## src/analog_monitor_pkg.sv

```systemverilog
// constants and types shared by the analog monitor and the strap decoder
package analog_monitor_pkg;

   // adc and scan layout
   localparam int ADC_BITS = 10;
   localparam int NUM_EXT_CH = 8;
   localparam int NUM_CH = NUM_EXT_CH + 1;
   localparam int CH_W = 4;
   localparam logic [CH_W-1:0] CH_STRAP_UPPER = 4'h0;
   localparam logic [CH_W-1:0] CH_STRAP_LOWER = 4'h1;
   localparam logic [CH_W-1:0] CH_PHASE_ONE = 4'h2;
   localparam logic [CH_W-1:0] CH_INPUT_VOLT = 4'h3;
   localparam logic [CH_W-1:0] CH_OUTPUT_VOLT = 4'h4;
   localparam logic [CH_W-1:0] CH_PHASE_TWO = 4'h5;
   localparam logic [CH_W-1:0] CH_REMOTE_TEMP = 4'h6;
   localparam logic [CH_W-1:0] CH_TRACK_REF = 4'h7;
   localparam logic [CH_W-1:0] CH_DIE_TEMP = 4'h8;
   localparam logic [CH_W-1:0] CH_LAST = CH_DIE_TEMP;

   // adc scaling in microvolts
   localparam int FULL_SCALE_UV = 2450000;
   localparam int LSB_UV = 2390;

   // strap address decode
   localparam int BAND_UV = 185000;
   localparam int NUM_BANDS = 12;
   localparam int TOP_LIMIT_UV = 2220000;
   localparam int BAND_W = 4;
   localparam int ADDR_W = 7;
   localparam logic [ADDR_W-1:0] ADDR_MULT = 7'h0c;
   localparam logic [ADDR_W-1:0] ADDR_OVERRIDE = 7'h7f;
   localparam logic [ADDR_W-1:0] ADDR_RESET = 7'h00;

   // startup delay after the supply is seen good (value is a plain default)
   localparam int STARTUP_US = 100;
   localparam int CLK_MHZ = 50;
   localparam int STARTUP_CYCLES = STARTUP_US * CLK_MHZ;

   // under-voltage trip level on the output voltage channel (plain default)
   localparam logic [ADC_BITS-1:0] UV_THRESH_DEFAULT = 10'h100;

   localparam logic [ADC_BITS-1:0] CODE_ZERO = 10'h000;

   // status word bit positions
   localparam int STAT_READY = 0;
   localparam int STAT_UV = 1;
   localparam int STAT_SCAN_VALID = 2;
   localparam int STAT_ADDR_VALID = 3;
   localparam int STAT_OUT_OFF = 4;
   localparam int STAT_W = 5;

   typedef enum logic [1:0] {
      ST_POR_WAIT,
      ST_STARTUP,
      ST_ISSUE,
      ST_CONVERT
   } mon_state_e;

   // least code that sits at or above a voltage, rounding up
   function automatic logic [ADC_BITS-1:0] uv_to_code(input int uv);
      int c;
      c = (uv + LSB_UV - 1) / LSB_UV;
      if (c > (1 << ADC_BITS) - 1) begin
         c = (1 << ADC_BITS) - 1;
      end
      return c[ADC_BITS-1:0];
   endfunction

endpackage

```

## src/analog_monitor.sv

```systemverilog
// supervisory front end: reset sequencing, adc scan, strap address, under-voltage action
// Operation
// scan eight channels in fixed pin order
// codes scale to 2.45V, 2.39mV steps
// address is upper index times 12 plus lower
// straps quantised into twelve 0.185V bands
// strap above 2.22V gives address 127
// both straps grounded give address 127
// address latched at reset release, held; code latches it at the end of the first full scan after release
// startup delay after supply good, then run
// external reset high holds device in reset
// output under-voltage turns output off, alarms
// die temperature on its own adc channel
// supply status readable at any time
// band index from code thresholds, clamp above
// per-channel results updated once per scan
`timescale 1ns/1ps
module analog_monitor
   import analog_monitor_pkg::*;
#(
   parameter int STARTUP_CNT = STARTUP_CYCLES,
   parameter logic [ADC_BITS-1:0] UV_THRESH = UV_THRESH_DEFAULT
)
(
   input wire logic mclk,
   input wire logic rst_b,
   input wire logic bias_supply_ok,
   input wire logic ext_reset,
   output logic sys_reset_active,
   output logic adc_start,
   output logic [CH_W-1:0] adc_channel,
   input wire logic adc_done,
   input wire logic [ADC_BITS-1:0] adc_code,
   output logic [ADDR_W-1:0] bus_addr,
   output logic addr_valid,
   output logic output_off,
   output logic uv_alarm,
   output logic [STAT_W-1:0] supply_status,
   input wire logic [CH_W-1:0] rd_channel,
   output logic [ADC_BITS-1:0] rd_data
);

   // the startup counter is only as wide as the delay it has to count
   localparam int DELAY_W = $clog2(STARTUP_CNT + 1);

   if (STARTUP_CNT < 1) begin : g_bad_startup
      $error("startup count must be at least one cycle");
   end
   if (NUM_BANDS > (1 << BAND_W) - 1) begin : g_bad_bands
      $error("band count does not fit the band index field");
   end
   if (NUM_BANDS * BAND_UV != TOP_LIMIT_UV) begin : g_bad_limit
      $error("top strap limit is not the end of the last band");
   end
   if (NUM_CH > (1 << CH_W)) begin : g_bad_channels
      $error("channel count does not fit the channel field");
   end
   if (CH_LAST != CH_W'(NUM_CH - 1)) begin : g_bad_last
      $error("scan does not close on the last channel");
   end
   if (UV_THRESH == CODE_ZERO) begin : g_bad_thresh
      $error("a zero under-voltage level could never trip");
   end
   if (STAT_W <= STAT_OUT_OFF) begin : g_bad_status
      $error("status word too narrow for its flags");
   end
   if (uv_to_code(TOP_LIMIT_UV) > uv_to_code(FULL_SCALE_UV)) begin : g_bad_scale
      $error("top strap limit lies beyond adc full scale");
   end

   typedef struct packed {
      mon_state_e state;
      logic [DELAY_W-1:0] delay_cnt;
      logic [CH_W-1:0] ch;
      logic adc_start;
      logic [NUM_CH-1:0][ADC_BITS-1:0] shadow;
      logic [NUM_CH-1:0][ADC_BITS-1:0] result;
      logic [ADDR_W-1:0] bus_addr;
      logic addr_valid;
      logic scan_valid;
      logic uv_alarm;
      logic output_off;
      logic [ADC_BITS-1:0] rd_data;
   } mon_s;

   mon_s st_reg;
   mon_s st_next;

   logic [ADDR_W-1:0] decoded_addr;

   // the trip test feeds both the alarm and the sticky turn-off
   function automatic logic is_under(input logic [ADC_BITS-1:0] code);
      return code < UV_THRESH;
   endfunction

   // the die temperature slot follows the eight pins, then the scan wraps
   function automatic logic [CH_W-1:0] next_channel(input logic [CH_W-1:0] ch);
      logic [CH_W-1:0] nxt;
      nxt = ch + CH_W'(1);
      if (ch == CH_LAST) begin
         nxt = CH_STRAP_UPPER;
      end
      return nxt;
   endfunction

   // selects past the last channel read zero instead of aliasing a result
   function automatic logic [ADC_BITS-1:0] read_result(
      input logic [NUM_CH-1:0][ADC_BITS-1:0] res,
      input logic [CH_W-1:0] sel
   );
      logic [ADC_BITS-1:0] val;
      val = CODE_ZERO;
      if (sel <= CH_LAST) begin
         val = res[sel];
      end
      return val;
   endfunction

   function automatic logic [STAT_W-1:0] pack_status(input mon_s s, input logic ready);
      logic [STAT_W-1:0] w;
      w = '0;
      w[STAT_READY] = ready;
      w[STAT_UV] = s.uv_alarm;
      w[STAT_SCAN_VALID] = s.scan_valid;
      w[STAT_ADDR_VALID] = s.addr_valid;
      w[STAT_OUT_OFF] = s.output_off;
      return w;
   endfunction

   // strap codes come from the scan in progress, so the first full scan
   // after reset already carries both straps when the address is latched
   strap_decoder u_strap (
      .upper_code(st_reg.shadow[CH_STRAP_UPPER]),
      .lower_code(st_reg.shadow[CH_STRAP_LOWER]),
      .bus_addr(decoded_addr)
   );

   always_comb begin
      st_next = st_reg;
      st_next.adc_start = 1'b0;

      case (st_reg.state)
         ST_POR_WAIT: begin
            st_next.delay_cnt = '0;
            if (bias_supply_ok) begin
               st_next.state = ST_STARTUP;
            end
         end
         ST_STARTUP: begin
            if (st_reg.delay_cnt >= DELAY_W'(STARTUP_CNT - 1)) begin
               st_next.state = ST_ISSUE;
               st_next.ch = CH_STRAP_UPPER;
            end else begin
               st_next.delay_cnt = st_reg.delay_cnt + DELAY_W'(1);
            end
         end
         ST_ISSUE: begin
            st_next.adc_start = 1'b1;
            st_next.state = ST_CONVERT;
         end
         ST_CONVERT: begin
            // a done in the start cycle belongs to no conversion of ours
            if (adc_done && !st_reg.adc_start) begin
               st_next.shadow[st_reg.ch] = adc_code;
               st_next.state = ST_ISSUE;
               st_next.ch = next_channel(st_reg.ch);
               if (st_reg.ch == CH_LAST) begin
                  st_next.result = st_next.shadow;
                  st_next.scan_valid = 1'b1;
                  if (!st_reg.addr_valid) begin
                     st_next.bus_addr = decoded_addr;
                     st_next.addr_valid = 1'b1;
                  end
               end
            end
         end
         default: begin
            st_next.state = ST_POR_WAIT;
         end
      endcase

      // under-voltage only judged on a completed scan; turn-off holds until reset
      if (st_reg.scan_valid) begin
         st_next.uv_alarm = is_under(st_reg.result[CH_OUTPUT_VOLT]);
         if (is_under(st_reg.result[CH_OUTPUT_VOLT])) begin
            st_next.output_off = 1'b1;
         end
      end

      // results readable in any scan state; unknown channels read zero
      st_next.rd_data = read_result(st_reg.result, rd_channel);

      // supply loss or the external pin drop everything back to reset;
      // clearing addr_valid forces a fresh strap sample on the next release
      if (ext_reset || !bias_supply_ok) begin
         st_next = '0;
         st_next.state = ST_POR_WAIT;
         st_next.bus_addr = ADDR_RESET;
      end
   end

   always_ff @(posedge mclk or negedge rst_b) begin
      if (!rst_b) begin
         st_reg <= '0;
      end else begin
         st_reg <= st_next;
      end
   end

   always_comb begin
      sys_reset_active = st_reg.state == ST_POR_WAIT || st_reg.state == ST_STARTUP;
      adc_start = st_reg.adc_start;
      adc_channel = st_reg.ch;
      bus_addr = st_reg.bus_addr;
      addr_valid = st_reg.addr_valid;
      output_off = st_reg.output_off;
      uv_alarm = st_reg.uv_alarm;
      rd_data = st_reg.rd_data;
      // ready is handed over so the status bit and the reset output agree
      supply_status = pack_status(st_reg, !sys_reset_active);
   end

endmodule

```

## src/strap_decoder.sv

```systemverilog
// strap voltage codes to bus address
`timescale 1ns/1ps
module strap_decoder
   import analog_monitor_pkg::*;
(
   input wire logic [ADC_BITS-1:0] upper_code,
   input wire logic [ADC_BITS-1:0] lower_code,
   output logic [ADDR_W-1:0] bus_addr
);

   // band index counts thresholds crossed; NUM_BANDS means above the top limit
   function automatic logic [BAND_W-1:0] band_index(input logic [ADC_BITS-1:0] code);
      logic [BAND_W-1:0] idx;
      idx = '0;
      for (int n = 1; n <= NUM_BANDS; n++) begin
         if (code >= uv_to_code(n * BAND_UV)) begin
            idx = n[BAND_W-1:0];
         end
      end
      return idx;
   endfunction

   // one spare bit: the top strap bands reach past what seven bits can name
   localparam int SUM_W = ADDR_W + 1;

   logic [BAND_W-1:0] upper_band;
   logic [BAND_W-1:0] lower_band;
   logic [SUM_W-1:0] formula;

   always_comb begin
      upper_band = band_index(upper_code);
      lower_band = band_index(lower_code);
      formula = SUM_W'(upper_band) * SUM_W'(ADDR_MULT) + SUM_W'(lower_band);
      if (upper_band == BAND_W'(NUM_BANDS) || lower_band == BAND_W'(NUM_BANDS)) begin
         bus_addr = ADDR_OVERRIDE;
      end else if (upper_band == '0 && lower_band == '0) begin
         // grounded straps win over the band-zero table entry
         bus_addr = ADDR_OVERRIDE;
      end else if (formula > SUM_W'(ADDR_OVERRIDE)) begin
         // pairs whose sum no seven bit address can hold fall back to the override
         bus_addr = ADDR_OVERRIDE;
      end else begin
         bus_addr = formula[ADDR_W-1:0];
      end
   end

endmodule

```

## config.mk

```make
export PLATFORM = sky130hd
export DESIGN_NAME = analog_monitor
export DESIGN_NICKNAME = d
export VERILOG_FILES = /design/src/analog_monitor_pkg.sv /design/src/analog_monitor.sv /design/src/strap_decoder.sv
export SDC_FILE = /design/constraint.sdc
export NUM_CORES = 1
export LEC_CHECK = 0
export BUFFER_PORTS_ARGS = -buffer_cell sky130_fd_sc_hd__buf_2
export CAP_MARGIN = 0
export CORE_AREA = 5 5 164 166
export DETAILED_ROUTE_END_ITERATION = 6
export DIE_AREA = 0 0 169 171
export PLACE_DENSITY = 0.7
export SLEW_MARGIN = 20
export SYNTH_ARGS = -nofsm -noshare
export SYNTH_HDL_FRONTEND = slang
export SYNTH_SLANG_ARGS = --single-unit
export TNS_END_PERCENT = 50
```

## constraint.sdc

```tcl
create_clock -name mclk -period 5.2 [get_ports mclk]
set_input_delay 0 -clock mclk [delete_from_list [all_inputs] [get_ports mclk]]
set_output_delay 0 -clock mclk [all_outputs]
set_load 0.05 [all_outputs]
```

* Word level (Yosys, flattened, before mapping) *
Cells that the tools add are included.

storage, ports and cells
  input bits = 19
  output and inout port bits = 31
  register bits = 221
  word-level logic and storage cells = 151

cells by class
  $add $sub $neg = 3
  order comparisons = 31
  multiplexer cells = 51
  equality and inequality tests = 11
  multiply operators = 1
  reduce and logical (&&, ||, !) cells = 26

operator list
  kind                     number
  $mux W189                2
  $mux W221                1
  $ge A10 B10 Y1 const B   12
  $mux W99                 1
  $bwmux W90               1
  $ge A10 B9 Y1 const B    6
  $mux W4                  13
  $bmux W10 S4             1
  $demux W10 S4            1
  $ge A10 B8 Y1 const B    4
  $mux W10                 3
  $pmux W13 S2             1
  $mux W3                  8
  $mux W7                  3
  $ge A10 B7 Y1 const B    2
  $mux W2                  8
  $add A13 B1 Y13 const B  1
  $ge A13 B13 Y1 const B   1
  $mux W13                 1
  $eq A4 B4 Y1 const B     3
  $ne A3 B3 Y1 const B     4
  $lt A10 B9 Y1 const B    1
  $lt A4 B5 Y1 const B     2
  $reduce_bool A2 Y1       5
  22 further kinds         38

* Longest topological paths before layout *
  word-level depth = 24
  gate-level depth with buffers = 15
  gate-level depth less buffers = 14

* Modules after synthesis *
A second synthesis with hierarchy kept.

second synthesis, totals
  cells, all modules = 1211
  area, all modules = 11338.4 µm²

modules (own cells, without submodules)
  module          times used  seq. area each (µm²)  cells each  area each (µm²)
  analog_monitor  1           5255.0                1040        10154.7
  strap_decoder   1           0.0                   171         1183.6

* Worst setup path after synthesis *
No wires, ideal clock.

  kind = register to register
  from = reg st_reg[112] (netlist name)
  to = reg st_reg, in the netlist bus_addr[3]
  path slack = 1718 ps
  stages on the path, launching flop included = 16
  path buffers = 1
  required time = 5055 ps
  period minus slack after synthesis = 3482 ps
  setup time = 145 ps
  data arrival time = 3337 ps
  cells stage by stage = dfrtp_1 clkbuf_1 or3_1 o21ai_1 nand2b_1 a41oi_1 o221ai_1 a221oi_1 ha_1 fa_1 xor2_1 nand4_1 a21o_1 a31oi_1 o21a_1 a31oi_1

on the way
  word-level cells in the longest chain between the ends = 24
  elaborated cells between the ends (all ways) = 39
  classes of those cells = add/sub (1); mul (1); order compare (13); eq/ne (1); mux (20); reduce/logical (3)

RTL lines
  what                    line                   text
  start, declared         analog_monitor.sv:86   mon_s st_reg;
  start signal, assigned  analog_monitor.sv:206  st_reg <= st_next;
  $ge A10 B7 Y1           strap_decoder.sv:16    if (code >= uv_to_code(n * BAND_UV)) begin
  $mux W1                 strap_decoder.sv:16
  $mux W2 (2 in a row)    strap_decoder.sv:16
  $mux W3 (4 in a row)    strap_decoder.sv:16
  $mux W4 (4 in a row)    strap_decoder.sv:16
  $mux W4 (*)             strap_decoder.sv:16
  $mul A4 B2 Y6           strap_decoder.sv:33    formula = SUM_W'(upper_band) * SUM_W'(ADDR_MULT) + SUM_W'(lower_band);
  $add A8 B4 Y8           strap_decoder.sv:33
  $gt A8 B7 Y1            strap_decoder.sv:39    end else if (formula > SUM_W'(ADDR_OVERRIDE)) begin
  $mux W7                 strap_decoder.sv:39
  $mux W7                 strap_decoder.sv:36    end else if (upper_band == '0 && lower_band == '0) begin
  $mux W7 (*)             strap_decoder.sv:34    if (upper_band == BAND_W'(NUM_BANDS) || lower_band == BAND_W'(NUM_BANDS)) begin
  $mux W8 (*)             analog_monitor.sv:170  if (!st_reg.addr_valid) begin
  $mux W99 (*)            analog_monitor.sv:167  if (st_reg.ch == CH_LAST) begin
  $mux W189 (*)           analog_monitor.sv:163  if (adc_done && !st_reg.adc_start) begin
  $mux W189 (*)           analog_monitor.sv:142  case (st_reg.state)
  $mux W221 (*)           analog_monitor.sv:195  if (ext_reset || !bias_supply_ok) begin

Mark *: on every way between the ends. The rest lies on a longest branch, timed or not. The select of a mux whose other input is x is not followed.
A chain may end at the register's enable or synchronous reset.

* Worst setup path in the final report *
  from = reg st_reg[113] (netlist name)
  to = reg st_reg, in the netlist bus_addr[3]

The elaborated chain is that of the path after synthesis.

==> impl_metrics.toml <==
[floorplan]
fp.dieW_um = 169
start_util = 0.436
dieHeight_um = 171
ios = 50
core_region_area_um2 = 25500
die-area_um2 = 28900
std_cell_rows = 59

[global_route]
grt_pass1_wl_mm = 46.5
grt_max_degree = 124
antenna_found_initial = 0
grt-ovfl-total = 0
grt_pass1_vias = 8418
track_usage = 0.197

[timing]
hold_viol_final = 0
min_period_ns = 4.03
drv_slew = 0
finalSetupTns_ns = 0
setup_ws_ns = 1.17
worst_pin_slew_ns = 1.09
period_share = 0.775
rsz0062_at_grt = "false"
setup_viol = 0
max_slew_margin = 0.268
fmax_mhz = 248
clock_skew_ns = 0.00742

[routing]
drtAntennaViolNets = 0
avgViaCountPerCell = 5.83
drtIter0Drc = 771
drc = 0
num_vias = 8879
drtPass1Iterations = 6
wl_mm = 29.0
wl_per_cell_um = 19.0

[synthesis]
ys_ff_latch = 210
synth.avg_cell_area_um2 = 9.22
synth_cell_types = 61
synthTopCellsByArea = "dfrtp_1 (47%), nand2_1 (7.4%), mux2i_1 (5.5%), a21oi_1 (4.6%), nor2_1 (4.2%)"
async_reset_ff_frac = 1.00
synth_enable_flop_cells = 0
ys.warnings.count = 0
synth_area_um2 = 11100
synth_top_cell_by_area = "dfrtp_1"
ys_seq_area_frac = 0.473
netlist_instances = 1204
syn_nets = 1238
postSynth.topFlopCell = "dfrtp_1"
synth_top_area_share = 0.473

[clocking]
cts_resized = 0
cts_tree = "done"
postCtsSetupRepairBufs = 0
cts_root_buf = "clkbuf_16"
cts_htree_levels = 1
cts_buffers = 24
clockBufferDepth = 3
clkLatencyLatePin_ns = 0.51
cts.sinks = 210
clk_pin_slew_ns = 0.06

[run]
drv_cap = 0

[power_and_ir_drop]
peakVddDrop_mv = 0.243
p_leak_nw = 4.92
p_clk_frac = 0.498
p_seq_frac = 0.462
power_frac_comb = 0.040
p_int_mw = 2.74
p_sw_frac = 0.225
p_switching_uw = 797
powerDensity_nw_per_um2 = 288
p_total_mw = 3.54

[finish]
syn_to_final_growth_pct = 10.6
drive_gt1_frac = 0.115
utilization = 0.482
fillers = 2360
largest_register_ff_count = 185
antenna_cells = 0
final_cell_mix = "nand2_1 (220), dfrtp_1 (210), nor2_1 (122)"
layout_commonest_cell = "nand2_1"
num-nets-final = 1206
final_cell_area_um2 = 12300

[critical_path]
crit_path_start = "st_reg[113]"
critPathRequiredTime_ns = 5.55
reg2reg_slack_ns = 1.17
crit_path_start_kind = "flip-flop"
ff2ff_path_depth = 14
critical_path.endpoint = "bus_addr[3]"
reg2reg_to = "bus_addr[3]"
cp.arrival_ns = 4.38
end_kind = "flip-flop"
cp_max_fo = 11
crit_type = "flip-flop to flip-flop"
regToRegStartpoint = "st_reg[113]"

[status]
outcome = "complete, no violations"

[place]
place_area_um2 = 11300
dp_slack_ns = 1.24
port_buffers = 49
dp_hpwl_mm = 18.3
gp_congestion = 0.853

[hold_path]
whs_path_depth = 5
hold_class = "input pin to flip-flop"
==> through the flow <==
step / hold WS (ns) / instances
final: 0.0652 / 1522
after global routing: 0.0851 / 1522
after floorplan: -0.296 / 1204
after global placement: 0.227 / 1468
after CTS: 0.0561 / 1522
after detailed placement: 0.227 / 1468
==> power groups by stage <==
stage	clock, mW	sequential [mW]	combinational (mW)
after global routing	1.85	1.64	0.155
final	1.76	1.64	0.142
after floorplan	0	1.67	0.0647
after CTS	1.78	1.64	0.144
after detailed placement	0	1.67	0.136
after global placement	0	1.67	0.135
==> logic make-up after synthesis <==
logic type,Yosys count,synth area share
compound gates,286,0.170
xor+xnor,14,0.0110
fa+ha+maj,15,0.0183
buf+inv,148,0.0589
flops,210,0.473
mux,82,0.0966
simple gates,449,0.172
==> final cells by class <==
type	count	area [um2]	share of cell area
Clock buffer	30	684	0.0558
Clock inverter	11	139	0.0113
Inverter	16	60.1	0.00489
Multi-Input combinational cell	846	5220	0.425
Sequential cell	210	5260	0.428
Tap cell	335	419	0.0341
Timing Repair Buffer	74	500	0.0408
==> critical path, cell delays in order, from the launching register on <==
cell	delay, ns
dfrtp_1	0.48
or3_1	0.47
o21ai_1	0.14
nand2b_1	0.07
a41oi_1	0.25
o221ai_1	0.18
a221oi_1	0.45
ha_1	0.27
fa_1	0.25
xor2_1	0.35
nand4_1	0.16
a21o_1	0.20
a31oi_1	0.20
o21a_1	0.28
a31oi_1	0.12
==> cells in the mapped netlist (6+ instances only) <==
master	count
o21a_1	7
nand2_1	220
a21oi_1	101
inv_1	14
nor2b_1	6
dfrtp_1	210
xor2_1	10
nand2b_1	6
a22o_1	19
o21ai_1	28
o21ai_0	21
mux4_2	20
nor3_1	9
mux2i_1	61
buf_1	20
clkbuf_1	83
a21o_1	7
a31oi_1	6
ha_1	13
nor2_1	123
nand3_1	48
a211oi_1	31
a311oi_1	32
buf_4	25
==> per-layer routing <==
| metal | track usage | part of all wire |
|---|---|---|
| met5 | 0 | 0 |
| met4 | 0.0508 | 0.022 |
| met3 | 0.0323 | 0.072 |
| met2 | 0.307 | 0.45 |
| met1 | 0.290 | 0.45 |
==> worst min-delay path by stage <==
| stage | from | to |
|---|---|---|
| after floorplan | rst_b | adc_channel[0] |
| after global placement | rst_b | bus_addr[2] |
| after detailed placement | rst_b | bus_addr[2] |
| after CTS | bias_supply_ok | addr_valid |
| after global routing | bias_supply_ok | addr_valid |
| final | bias_supply_ok | addr_valid |
==> what timing repair did <==
action	CTS	global route
hold buffers	13	0
endpoints found under the hold margin	208	0
setup endpoints to repair	0	0
No activity file was read; power rests on OpenSTA's default activity.
